[src/ashc_pkg.sv]
/*
 Shared constants and types of the two-axis start and home-return control.
 Assumes a single core clock domain and command pulses one cycle wide.
*/
package ashc_pkg;
   // ==========================================
   // Error codes posted in the error code word
   localparam logic [15:0] ERR_RANGE = 16'h1004;  // 4100
   localparam logic [15:0] ERR_DEVICE = 16'h1005; // 4101
   localparam logic [15:0] ERR_UNUSED = 16'h1014; // 4116
   localparam logic [15:0] ERR_CODE_RESET = 16'h0000;

   // ==========================================
   // Argument ranges
   localparam logic [15:0] DATA_NUM_MIN = 16'h0001;
   localparam logic [15:0] DATA_NUM_MAX = 16'h000A;
   localparam logic [15:0] HOME_MACHINE = 16'h0001;
   localparam logic [15:0] HOME_FAST_ORIGIN = 16'h0002;
   localparam logic [15:0] HOME_FAST_STANDBY = 16'h0003;
   localparam logic [31:0] TARGET_NONE = 32'h0000_0000;

   // ==========================================
   // Types
   typedef enum logic [1:0] {
      ASHC_MV_TABLE,
      ASHC_MV_HOME_MACH,
      ASHC_MV_HOME_ORIGIN,
      ASHC_MV_HOME_STANDBY
   } ashc_move_kind_t;

   typedef struct packed {
      logic [15:0] home_type;
      logic [31:0] standby_addr;
   } ashc_home_ctl_t;

   typedef struct packed {
      ashc_move_kind_t kind;
      logic [15:0] data_number;
      logic [31:0] target;
   } ashc_move_req_t;

   typedef struct packed {
      logic busy;
      logic done;
      logic home_req;
      logic home_done;
      logic fault;
   } ashc_axis_flags_t;
endpackage

[src/ashc_arg_check.sv]
/*
 Combinational argument check of one start command.
 Assumes the caller registers the result and applies the priority of commands.
*/
`timescale 1ns/1ps
module ashc_arg_check (
   input wire logic is_dual,           // Dual-axis start, else home-return
   input wire logic dev_ok,            // Operand device type permitted
   input wire logic in_use,            // All addressed axes configured in use
   input wire logic home_none,         // Addressed axis has no homing method
   input wire logic [15:0] num1,       // Axis 1 data number
   input wire logic [15:0] num2,       // Axis 2 data number
   input wire logic [15:0] home_type,  // Home-return type word
   output logic err,                   // Operation error
   output logic [15:0] code,           // Code to post with it
   output logic range_bad              // Home-return control data out of range
);
   function automatic logic num_ok(input logic [15:0] n);
      num_ok = (n >= ashc_pkg::DATA_NUM_MIN) && (n <= ashc_pkg::DATA_NUM_MAX);
   endfunction

   always_comb begin
      err = 1'b1;
      code = ashc_pkg::ERR_CODE_RESET;
      range_bad = 1'b0;
      if (!dev_ok) begin
         code = ashc_pkg::ERR_DEVICE;
      end else if (!in_use) begin
         code = ashc_pkg::ERR_UNUSED;
      end else if (is_dual && !(num_ok(num1) && num_ok(num2))) begin
         code = ashc_pkg::ERR_RANGE;
      end else if (!is_dual && home_none) begin
         code = ashc_pkg::ERR_UNUSED;
      end else begin
         err = 1'b0;
         // Bad type is an axis fault, not an operation error
         range_bad = !is_dual && ((home_type < ashc_pkg::HOME_MACHINE) ||
                                  (home_type > ashc_pkg::HOME_FAST_STANDBY));
      end
   end
endmodule // ashc_arg_check

[src/ashc_axis.sv]
/*
 Flag sequencer of one axis: busy, completion, homing request/done, fault.
 Assumes the drive pulses move_done when the move or the decel stop ends.
*/
`timescale 1ns/1ps
module ashc_axis (
   input wire logic core_clk,                      // Core clock
   input wire logic sys_rst,                       // Async reset
   input wire logic start,                         // Accepted start pulse
   input wire ashc_pkg::ashc_move_kind_t kind,     // Kind of the started move
   input wire logic range_fault,                   // Rejected for bad control data
   input wire logic halt,                          // Stop command
   input wire logic fault_det,                     // Error detected by the drive
   input wire logic move_done,                     // Drive reports motion ended
   output ashc_pkg::ashc_axis_flags_t flags,       // Axis flags
   output logic decel_req                          // Decelerate-to-stop request
);
   typedef enum logic [1:0] {AX_IDLE, AX_RUN, AX_STOP} ashc_ax_state_t;
   ashc_ax_state_t state_reg;
   logic mach_reg;

   always_ff @(posedge core_clk or posedge sys_rst) begin
      if (sys_rst) begin
         state_reg <= AX_IDLE;
         flags <= '0;
         mach_reg <= 1'b0;
         decel_req <= 1'b0;
      end else begin
         decel_req <= 1'b0;
         if (range_fault) flags.fault <= 1'b1;
         unique case (state_reg)
            AX_IDLE: if (start) begin
               state_reg <= AX_RUN;
               flags.busy <= 1'b1;
               flags.done <= 1'b0;
               flags.home_done <= 1'b0;
               flags.fault <= 1'b0;
               mach_reg <= (kind == ashc_pkg::ASHC_MV_HOME_MACH);
               if (kind == ashc_pkg::ASHC_MV_HOME_MACH) flags.home_req <= 1'b1;
            end
            AX_RUN: if (halt || fault_det) begin
               // Completion stays clear on an aborted move
               state_reg <= AX_STOP;
               decel_req <= 1'b1;
            end else if (move_done) begin
               state_reg <= AX_IDLE;
               flags.busy <= 1'b0;
               flags.done <= 1'b1;
               if (mach_reg) begin
                  flags.home_req <= 1'b0;
                  flags.home_done <= 1'b1;
               end
            end
            AX_STOP: begin
               decel_req <= 1'b1;
               if (move_done) begin
                  state_reg <= AX_IDLE;
                  flags.busy <= 1'b0;
                  decel_req <= 1'b0;
               end
            end
         endcase
      end
   end
endmodule // ashc_axis

[src/ashc_top.sv]
/*
 Two-axis start and home-return control: argument checks, error posting,
 per-axis flags and move requests to the drive.
 Assumes command pulses one cycle wide and synchronous to core_clk; the
 drive answers each started move with one move_done pulse.
*/
// Overview of operation
// - Forbidden operand device type raises error flag with code 4101.
// - Axis not configured in use rejects the command with code 4116.
// - Dual start data numbers must be 1 to 10, else code 4100.
// - Successful dual start begins both axes together and sets both busy flags.
// - Each axis clears busy and sets completion when its own move finishes.
// - Completion stays set until that axis is next started.
// - Stop or detected error decelerates the axis; completion stays clear.
// - Home-return type word: 1 machine, 2 fast to origin, 3 fast to standby.
// - Signed 32-bit standby address used only for type 3.
// - Machine homing start sets busy and homing request.
// - Machine homing end clears busy, request; sets completion and homing done.
// - Homing done clears when the axis is next started.
// - Out-of-range homing control data sets axis fault and does not start.
// - Stop or error during machine homing leaves homing done clear.
// - Fast homing sets only busy; end sets completion; request untouched.
// - Stop or error during fast homing leaves completion clear.
// - Homing method none makes a home-return start fail with 4116.
`timescale 1ns/1ps
module ashc_top #(
   parameter int NUM_AXES = 2                     // Axes served
) (
   input wire logic core_clk,                     // Core clock, 200 MHz
   input wire logic sys_rst,                      // Async reset, active high
   input wire logic dual_axis_start_cmd,          // Dual-axis start pulse
   input wire logic [15:0] axis1_data_number,     // Axis 1 data number
   input wire logic [15:0] axis2_data_number,     // Axis 2 data number
   input wire logic axis1_homing_start_cmd,       // Axis 1 home-return pulse
   input wire logic axis2_homing_start_cmd,       // Axis 2 home-return pulse
   input wire ashc_pkg::ashc_home_ctl_t home_ctl, // Home-return control words
   input wire logic operand_dev_ok,               // Operand device type permitted
   input wire logic [1:0] axis_in_use,            // Positioning configured in use
   input wire logic [1:0] homing_method_none,     // Homing method set to none
   input wire logic [1:0] axis_halt_cmd,          // Stop command per axis
   input wire logic [1:0] axis_fault_detect,      // Drive error per axis
   input wire logic [1:0] move_done,              // Drive motion ended per axis
   input wire logic error_flag_clear,             // Clears the error flag
   output logic operation_error_flag,             // Sticky operation error
   output logic [15:0] error_code_word,           // Last error code
   output logic axis1_busy_flag,                  // Axis 1 busy
   output logic axis1_done_flag,                  // Axis 1 positioning complete
   output logic axis1_homing_request,             // Axis 1 homing request
   output logic axis1_homing_done,                // Axis 1 homing complete
   output logic axis1_fault_flag,                 // Axis 1 fault
   output logic axis2_busy_flag,                  // Axis 2 busy
   output logic axis2_done_flag,                  // Axis 2 positioning complete
   output logic axis2_homing_request,             // Axis 2 homing request
   output logic axis2_homing_done,                // Axis 2 homing complete
   output logic axis2_fault_flag,                 // Axis 2 fault
   output logic [1:0] move_start,                 // Move start pulse per axis
   output ashc_pkg::ashc_move_req_t axis1_move,   // Axis 1 move request
   output ashc_pkg::ashc_move_req_t axis2_move,   // Axis 2 move request
   output logic [1:0] decel_stop_req              // Decelerate request per axis
);
   // ==========================================
   // Command selection
   // Dual start wins over homing; a losing pulse in the same cycle is dropped.
   logic cmd_any;
   logic is_dual;
   logic home_axis;
   logic chk_in_use;
   logic chk_home_none;
   logic chk_err;
   logic [15:0] chk_code;
   logic chk_range_bad;
   logic [1:0] axis_busy;
   logic axes_free;
   logic accept;
   logic [1:0] start_vec;
   logic [1:0] range_fault_vec;
   ashc_pkg::ashc_move_kind_t home_kind;
   logic [31:0] home_target;
   ashc_pkg::ashc_axis_flags_t flags [NUM_AXES];
   logic [1:0] decel_vec;
   logic op_err_reg;
   logic [15:0] err_code_reg;
   logic [1:0] move_start_reg;
   ashc_pkg::ashc_move_req_t move_reg [NUM_AXES];
   logic [1:0] decel_reg;

   assign is_dual = dual_axis_start_cmd;
   assign cmd_any = dual_axis_start_cmd || axis1_homing_start_cmd || axis2_homing_start_cmd;
   assign home_axis = !axis1_homing_start_cmd;
   assign chk_in_use = is_dual ? (&axis_in_use) : axis_in_use[home_axis];
   assign chk_home_none = homing_method_none[home_axis];

   ashc_arg_check u_check (
      .is_dual(is_dual),
      .dev_ok(operand_dev_ok),
      .in_use(chk_in_use),
      .home_none(chk_home_none),
      .num1(axis1_data_number),
      .num2(axis2_data_number),
      .home_type(home_ctl.home_type),
      .err(chk_err),
      .code(chk_code),
      .range_bad(chk_range_bad)
   );

   // A start that passes the checks but is aimed at a busy axis is ignored silently
   assign axes_free = is_dual ? !(|axis_busy) : !axis_busy[home_axis];
   assign accept = cmd_any && !chk_err && !chk_range_bad && axes_free;

   always_comb begin
      start_vec = 2'b00;
      range_fault_vec = 2'b00;
      if (accept) begin
         if (is_dual) start_vec = 2'b11;
         else start_vec[home_axis] = 1'b1;
      end
      if (cmd_any && !is_dual && !chk_err && chk_range_bad) begin
         range_fault_vec[home_axis] = 1'b1;
      end
   end

   // ==========================================
   // Home-return type decode
   always_comb begin
      home_kind = ashc_pkg::ASHC_MV_HOME_MACH;
      home_target = ashc_pkg::TARGET_NONE;
      unique case (home_ctl.home_type)
         ashc_pkg::HOME_FAST_ORIGIN: home_kind = ashc_pkg::ASHC_MV_HOME_ORIGIN;
         ashc_pkg::HOME_FAST_STANDBY: begin
            home_kind = ashc_pkg::ASHC_MV_HOME_STANDBY;
            home_target = home_ctl.standby_addr;
         end
         default: home_kind = ashc_pkg::ASHC_MV_HOME_MACH;
      endcase
   end

   // ==========================================
   // Axis sequencers
   genvar gi;
   generate
      for (gi = 0; gi < NUM_AXES; gi++) begin : g_axis
         ashc_axis u_axis (
            .core_clk(core_clk),
            .sys_rst(sys_rst),
            .start(start_vec[gi]),
            .kind(is_dual ? ashc_pkg::ASHC_MV_TABLE : home_kind),
            .range_fault(range_fault_vec[gi]),
            .halt(axis_halt_cmd[gi]),
            .fault_det(axis_fault_detect[gi]),
            .move_done(move_done[gi]),
            .flags(flags[gi]),
            .decel_req(decel_vec[gi])
         );
         assign axis_busy[gi] = flags[gi].busy;

         // Move request to the drive, launched with the busy flag
         always_ff @(posedge core_clk or posedge sys_rst) begin
            if (sys_rst) begin
               move_start_reg[gi] <= 1'b0;
               move_reg[gi] <= '0;
               decel_reg[gi] <= 1'b0;
            end else begin
               move_start_reg[gi] <= start_vec[gi];
               decel_reg[gi] <= decel_vec[gi];
               if (start_vec[gi]) begin
                  move_reg[gi].kind <= is_dual ? ashc_pkg::ASHC_MV_TABLE : home_kind;
                  move_reg[gi].data_number <= (gi == 0) ? axis1_data_number : axis2_data_number;
                  move_reg[gi].target <= is_dual ? ashc_pkg::TARGET_NONE : home_target;
               end
            end
         end
      end
   endgenerate

   // ==========================================
   // Operation error flag and code
   // The flag is sticky; a new error in the clearing cycle keeps it set.
   always_ff @(posedge core_clk or posedge sys_rst) begin
      if (sys_rst) begin
         op_err_reg <= 1'b0;
      end else if (cmd_any && chk_err) begin
         op_err_reg <= 1'b1;
      end else if (error_flag_clear) begin
         op_err_reg <= 1'b0;
      end
   end

   always_ff @(posedge core_clk or posedge sys_rst) begin
      if (sys_rst) begin
         err_code_reg <= ashc_pkg::ERR_CODE_RESET;
      end else if (cmd_any && chk_err) begin
         err_code_reg <= chk_code;
      end
   end

   // ==========================================
   // Outputs
   assign operation_error_flag = op_err_reg;
   assign error_code_word = err_code_reg;
   assign axis1_busy_flag = flags[0].busy;
   assign axis1_done_flag = flags[0].done;
   assign axis1_homing_request = flags[0].home_req;
   assign axis1_homing_done = flags[0].home_done;
   assign axis1_fault_flag = flags[0].fault;
   assign axis2_busy_flag = flags[1].busy;
   assign axis2_done_flag = flags[1].done;
   assign axis2_homing_request = flags[1].home_req;
   assign axis2_homing_done = flags[1].home_done;
   assign axis2_fault_flag = flags[1].fault;
   assign move_start = move_start_reg;
   assign axis1_move = move_reg[0];
   assign axis2_move = move_reg[1];
   assign decel_stop_req = decel_reg;

   // ==========================================
   // Assertions
   property p_dev_err;
      @(posedge core_clk) disable iff (sys_rst)
      (cmd_any && !operand_dev_ok) |=> (operation_error_flag && error_code_word == ashc_pkg::ERR_DEVICE);
   endproperty
   a_dev_err: assert property (p_dev_err) else $error("device error not posted");

   property p_unused_err;
      @(posedge core_clk) disable iff (sys_rst)
      (dual_axis_start_cmd && operand_dev_ok && !(&axis_in_use))
         |=> (operation_error_flag && error_code_word == ashc_pkg::ERR_UNUSED);
   endproperty
   a_unused_err: assert property (p_unused_err) else $error("unused axis not rejected");

   property p_range_err;
      @(posedge core_clk) disable iff (sys_rst)
      (dual_axis_start_cmd && operand_dev_ok && (&axis_in_use) &&
       (axis1_data_number > ashc_pkg::DATA_NUM_MAX || axis1_data_number < ashc_pkg::DATA_NUM_MIN))
         |=> (error_code_word == ashc_pkg::ERR_RANGE && move_start == 2'b00);
   endproperty
   a_range_err: assert property (p_range_err) else $error("data number range not checked");

   property p_dual_start;
      @(posedge core_clk) disable iff (sys_rst)
      (dual_axis_start_cmd && !chk_err && !(|axis_busy))
         |=> (axis1_busy_flag && axis2_busy_flag && move_start == 2'b11);
   endproperty
   a_dual_start: assert property (p_dual_start) else $error("dual start not simultaneous");

   property p_done_on_end;
      @(posedge core_clk) disable iff (sys_rst)
      $rose(axis2_done_flag) |-> ($fell(axis2_busy_flag) && $past(move_done[1]));
   endproperty
   a_done_on_end: assert property (p_done_on_end) else $error("completion not tied to own end");

   property p_done_clear_on_start;
      @(posedge core_clk) disable iff (sys_rst)
      start_vec[0] |=> (!axis1_done_flag && !axis1_homing_done) ##1 move_start[0] == 1'b0;
   endproperty
   a_done_clear_on_start: assert property (p_done_clear_on_start) else $error("flags not cleared at start");

   property p_halt_no_done;
      @(posedge core_clk) disable iff (sys_rst)
      (axis1_busy_flag && (axis_halt_cmd[0] || axis_fault_detect[0]) && !axis1_done_flag)
         |=> (!axis1_done_flag && !axis1_homing_done) ##1 decel_stop_req[0];
   endproperty
   a_halt_no_done: assert property (p_halt_no_done) else $error("aborted move reported complete");

   property p_standby_target;
      @(posedge core_clk) disable iff (sys_rst)
      (start_vec[0] && !is_dual) |=>
         (axis1_move.target == (($past(home_ctl.home_type) == ashc_pkg::HOME_FAST_STANDBY) ?
                                $past(home_ctl.standby_addr) : ashc_pkg::TARGET_NONE));
   endproperty
   a_standby_target: assert property (p_standby_target) else $error("standby address misused");

   property p_mach_start;
      @(posedge core_clk) disable iff (sys_rst)
      (start_vec[0] && !is_dual && home_ctl.home_type == ashc_pkg::HOME_MACHINE)
         |=> (axis1_busy_flag && axis1_homing_request);
   endproperty
   a_mach_start: assert property (p_mach_start) else $error("machine homing flags wrong");

   property p_mach_end;
      @(posedge core_clk) disable iff (sys_rst)
      $rose(axis1_homing_done) |-> (!axis1_homing_request && axis1_done_flag && !axis1_busy_flag);
   endproperty
   a_mach_end: assert property (p_mach_end) else $error("machine homing end flags wrong");

   property p_range_fault;
      @(posedge core_clk) disable iff (sys_rst)
      range_fault_vec[0] |=> (axis1_fault_flag && !move_start[0] && $stable(axis1_busy_flag));
   endproperty
   a_range_fault: assert property (p_range_fault) else $error("bad homing data not faulted");

   property p_fast_home;
      @(posedge core_clk) disable iff (sys_rst)
      (start_vec[0] && !is_dual && home_ctl.home_type != ashc_pkg::HOME_MACHINE)
         |=> (axis1_busy_flag && $stable(axis1_homing_request));
   endproperty
   a_fast_home: assert property (p_fast_home) else $error("fast homing touched request");

   property p_none_err;
      @(posedge core_clk) disable iff (sys_rst)
      (axis1_homing_start_cmd && !dual_axis_start_cmd && operand_dev_ok && axis_in_use[0] &&
       homing_method_none[0]) |=> (error_code_word == ashc_pkg::ERR_UNUSED && !move_start[0]);
   endproperty
   a_none_err: assert property (p_none_err) else $error("homing method none accepted");

   property p_reject_quiet;
      @(posedge core_clk) disable iff (sys_rst)
      (cmd_any && chk_err && !(|axis_busy))
         |=> (move_start == 2'b00 && !axis1_busy_flag && !axis2_busy_flag && $stable(axis1_done_flag));
   endproperty
   a_reject_quiet: assert property (p_reject_quiet) else $error("rejected command moved an axis");

   property p_done_on_end1;
      @(posedge core_clk) disable iff (sys_rst)
      $rose(axis1_done_flag) |-> ($fell(axis1_busy_flag) && $past(move_done[0]));
   endproperty
   a_done_on_end1: assert property (p_done_on_end1) else $error("axis 1 completion not own end");

   property p_halt_no_done2;
      @(posedge core_clk) disable iff (sys_rst)
      (axis2_busy_flag && (axis_halt_cmd[1] || axis_fault_detect[1]) && !axis2_done_flag)
         |=> (!axis2_done_flag && !axis2_homing_done) ##1 decel_stop_req[1];
   endproperty
   a_halt_no_done2: assert property (p_halt_no_done2) else $error("axis 2 aborted move completed");

   property p_standby_target2;
      @(posedge core_clk) disable iff (sys_rst)
      (start_vec[1] && !is_dual) |=>
         (axis2_move.target == (($past(home_ctl.home_type) == ashc_pkg::HOME_FAST_STANDBY) ?
                                $past(home_ctl.standby_addr) : ashc_pkg::TARGET_NONE));
   endproperty
   a_standby_target2: assert property (p_standby_target2) else $error("axis 2 standby misused");

   property p_range_fault2;
      @(posedge core_clk) disable iff (sys_rst)
      range_fault_vec[1] |=> (axis2_fault_flag && !move_start[1] && $stable(axis2_busy_flag));
   endproperty
   a_range_fault2: assert property (p_range_fault2) else $error("axis 2 bad data not faulted");

   property p_fast_home2;
      @(posedge core_clk) disable iff (sys_rst)
      (start_vec[1] && !is_dual && home_ctl.home_type != ashc_pkg::HOME_MACHINE)
         |=> (axis2_busy_flag && $stable(axis2_homing_request));
   endproperty
   a_fast_home2: assert property (p_fast_home2) else $error("axis 2 fast homing touched request");
endmodule // ashc_top

[config.mk]
export PLATFORM = sky130hd
export DESIGN_NAME = ashc_top
export DESIGN_NICKNAME = d
export VERILOG_FILES = /design/src/ashc_pkg.sv /design/src/ashc_arg_check.sv /design/src/ashc_axis.sv /design/src/ashc_top.sv
export SDC_FILE = /design/constraint.sdc
export NUM_CORES = 1
export LEC_CHECK = 0
export BUFFER_PORTS_ARGS = -buffer_cell sky130_fd_sc_hd__buf_2
export CAP_MARGIN = 30
export CORE_MARGIN = 5
export CORE_UTILIZATION = 56
export CTS_BUF_LIST = sky130_fd_sc_hd__clkbuf_4 sky130_fd_sc_hd__clkbuf_8
export CTS_CLUSTER_DIAMETER = 150
export CTS_CLUSTER_SIZE = 20
export DETAILED_ROUTE_END_ITERATION = 6
export GPL_TIMING_DRIVEN = 0
export PLACE_DENSITY = 0.86
export SLEW_MARGIN = 25
export SYNTH_ARGS = -nofsm -noshare
export SYNTH_HDL_FRONTEND = slang
export SYNTH_HIERARCHICAL = 1
export SYNTH_SLANG_ARGS = --single-unit
export TNS_END_PERCENT = 100
[constraint.sdc]
create_clock -name core_clk -period 8.05 [get_ports core_clk]
set_input_delay 1.61 -clock core_clk [delete_from_list [all_inputs] [get_ports core_clk]]
set_output_delay 1.61 -clock core_clk [all_outputs]
set_load 0.005 [all_outputs]
==> out/results.txt <==
status -> completed
count of final setup violators -> 0
Mapped Area -> 6456 um^2
grt ovf -> 0
first-pass GRT wire length -> 30.88 mm
TNS Setup -> 0 ps
Post-Syn Instances -> 552
Routed WL -> 19.21 mm
Clock Sinks -> 139
nets -> 914
ys async rst share -> 100.0%
final-layout fill cell count -> 832
Worst EP arrival -> 5380 ps
DRT Pass-1 Iters -> 7
TritonCTS buffer count -> 17
Max-Cap Viols -> 0
Resize count post-CTS -> 0
Post-synth top flop -> dfrtp_1
Layout area overhead -> 28.97%
LEAKAGE -> 4.209 nW
vias per inst -> 5.873
Fmax achieved -> 198.2 MHz
Peak supply drop -> 0.0002432 V
period utilization -> 62.69%
Skew-Pair Late Insertion Delay -> 450 ps
n_diodes -> 0
CTS H-tree lvls -> 4
top-level port count -> 228
sequential fraction of the synthesis area -> 53.88%
Hold-fix buffers, CTS -> 0
Placeable Area -> 11,370 um^2
CP max FO -> 16
WS Path Type -> in -> reg
# rows -> 39
routability cong. -> 0.8963
chip height -> 117.4 um
Die ar. -> 13,780 um^2
yosys warns -> 6
clock period minus worst slack -> 5047 ps
CTS Root Cell -> clkbuf_8
Hold Path Class -> reg -> reg
DRC violations left -> 0
Synth area leaders -> dfrtp_1, a22o_1, nor4_1, mux2_2, nand2_1
Post-synth EDFFs -> 0
cell taking the most area after synthesis -> dfrtp_1
CTS tree -> yes
IO buf count -> 226
CP Launch Type -> input pin
Antenna Nets Post-Route -> 0
unrepaired setup endpoints after global routing -> no
Post-CTS Repair Setup Buffers -> 0
initial DRC count -> 480
routed vias -> 5,667
initial antenna violation count -> 0
largest net degree at the start of global routing -> 62
Hold Vio Cnt, Final -> 0
Die X -> 117.4 um
Worst EP required -> 8380 ps
#FFs+latches synth -> 139
worst slew pin tran -> 595.8 ps
Distinct cells, synth -> 48
HPWL Detailed -> 14.54 mm
post-synth top area share -> 53.88%
CTS Buffer Depth -> 2
pwr/cell area -> 258.8 nW/um^2
Starting Density -> 56.78%
Worst slew margin -> 60.01%
top cells by instance count after synthesis -> dfrtp_1, nor4_1, a22o_1, nand2_1, mux2_2
clock-pin slew on the worst setup and hold paths -> 70 ps
final max-slew violation count -> 0
Post-Route Skew -> 8.111 ps
vias in the first global route -> 5,865
most frequent cell after synthesis -> dfrtp_1
Avg Cell Area, Syn -> 11.70 um^2
Total GRT Usage -> 27.87%
DR WL/cell -> 19.91 um
total power -> 0.002155 W
layout cell share with drive strength beyond 1 -> 42.82%
Setup crit end kind -> register
layout by cell type, fill, tap and decap left out, types with 2 or more instances in the layout:
cell type / synthesis / layout
a21boi_0: 2 / 2
a21o_1: 3 / 3
a21oi_1: 8 / 8
a22o_1: 65 / 65
and2b_2: 2 / 2
and3_4: 2 / 2
buf_2: 13 / 239
buf_4: 14 / 14
bufinv_16: 0 / 6
clkbuf_1: 30 / 30
clkbuf_8: 0 / 19
clkinv_2: 1 / 4
clkinvlp_4: 0 / 3
conb_1: 1 / 12
dfrtp_1: 139 / 139
ha_1: 8 / 8
inv_1: 9 / 8
inv_6: 1 / 2
mux2_1: 11 / 11
mux2_2: 41 / 41
mux2_4: 6 / 6
mux2i_1: 3 / 3
nand2_1: 46 / 46
nand2b_1: 6 / 6
nand2b_2: 2 / 2
nand2b_4: 2 / 2
nand4_1: 4 / 4
nor2_1: 7 / 7
nor2b_1: 5 / 5
nor3b_1: 2 / 2
nor4_1: 79 / 79
nor4b_1: 4 / 4
o21a_1: 4 / 4
o21ai_0: 12 / 12
o21ai_2: 2 / 2
or3_1: 3 / 3
kinds of logic after synthesis:
group / Yosys count / share of synthesized area, %
AND/OR/NAND/NOR: 173 / 15.81
flip-flops: 139 / 53.88
AO/OA/AOI/OAI: 99 / 12.11
buffers and inverters: 71 / 5.659
multiplexers: 61 / 10.93
adder cells (fa/ha/maj): 8 / 1.550
other: 1 / 0.05808
report_power, final:
part,internal [W],switching [W]
clock,0.000418,0.000270
combinational,0.000278,0.000303
sequential,0.000817,0.0000680
total,0.00151,0.000641
layout make-up:
class | instances | area (um^2) | area share (%)
Multi-Input combinational cell | 353 | 2654 | 31.87
Inverter | 11 | 52.55 | 0.6311
Clock buffer | 20 | 269.0 | 3.231
Clock inverter | 12 | 217.7 | 2.615
Timing Repair Buffer | 227 | 1159 | 13.91
Tap cell | 143 | 178.9 | 2.149
Sequential cell | 139 | 3478 | 41.77
Buffer | 60 | 317.8 | 3.817
worst paths after layout:
check	cells after the start	end	slack [ps]	start
hold / removal	0	decel_stop_req[1]$_DFF_PP0_	360	g_axis[1].u_axis/decel_req$_DFF_PP0_
max in group asynchronous	3	axis2_move[10]$_DFFE_PP0P_	6110	sys_rst
setup / recovery	16	g_axis[0].u_axis/flags[3]$_DFFE_PP0P_	3000	axis1_homing_start_cmd
min in group asynchronous	2	g_axis[1].u_axis/flags[0]$_DFF_PP0_	1170	sys_rst
hold reg to reg	0	decel_stop_req[1]$_DFF_PP0_	360	g_axis[1].u_axis/decel_req$_DFF_PP0_
setup reg to reg	10	g_axis[1].u_axis/flags[3]$_DFFE_PP0P_	5390	g_axis[1].u_axis/flags[4]$_DFFE_PP0P_
stage by stage:
| step | area (um^2) | std cells | setup WS [ps] | util, % | hold slack, ps |
|---|---|---|---|---|---|
| 6_report | 8327 | 965 | 3003 | 73.24 | 357.9 |
| 5_1_grt | 8327 | 965 | 2919 | 73.24 | 367.3 |
| 3_3_place_gp | 7807 | 932 | 1949 | 68.67 | 335.3 |
| 4_1_cts | 8327 | 965 | 3092 | 73.24 | 359.7 |
| 3_5_place_dp | 7840 | 933 | 2614 | 68.96 | 343.5 |
| 2_1_floorplan | 6497 | 563 | 3226 | - | 331.2 |
metal layers:
metal | vias to the layer above | global-route usage (%) | wire, um
li1 | 2566 | - | -
met1 | 2762 | 34.85 | 7315
met2 | 290 | 46.00 | 9827
met3 | 49 | 8.085 | 1521
met4 | 0 | 10.15 | 549
met5 | - | 0 | 0
critical path: stages:
cell and delay (ps):
clkbuf_1 320, mux2_2 380, nand2b_1 90, nand3_1 160, a221oi_1 300, a21oi_1 260, or2_1 270, clkbuf_1 180
or3_1 390, buf_2 190, clkinv_2 170, buf_6 220, nand2b_2 170, and3_4 200, o21a_1 150, mux2_4 300
(Power assumes the default switching activity.)
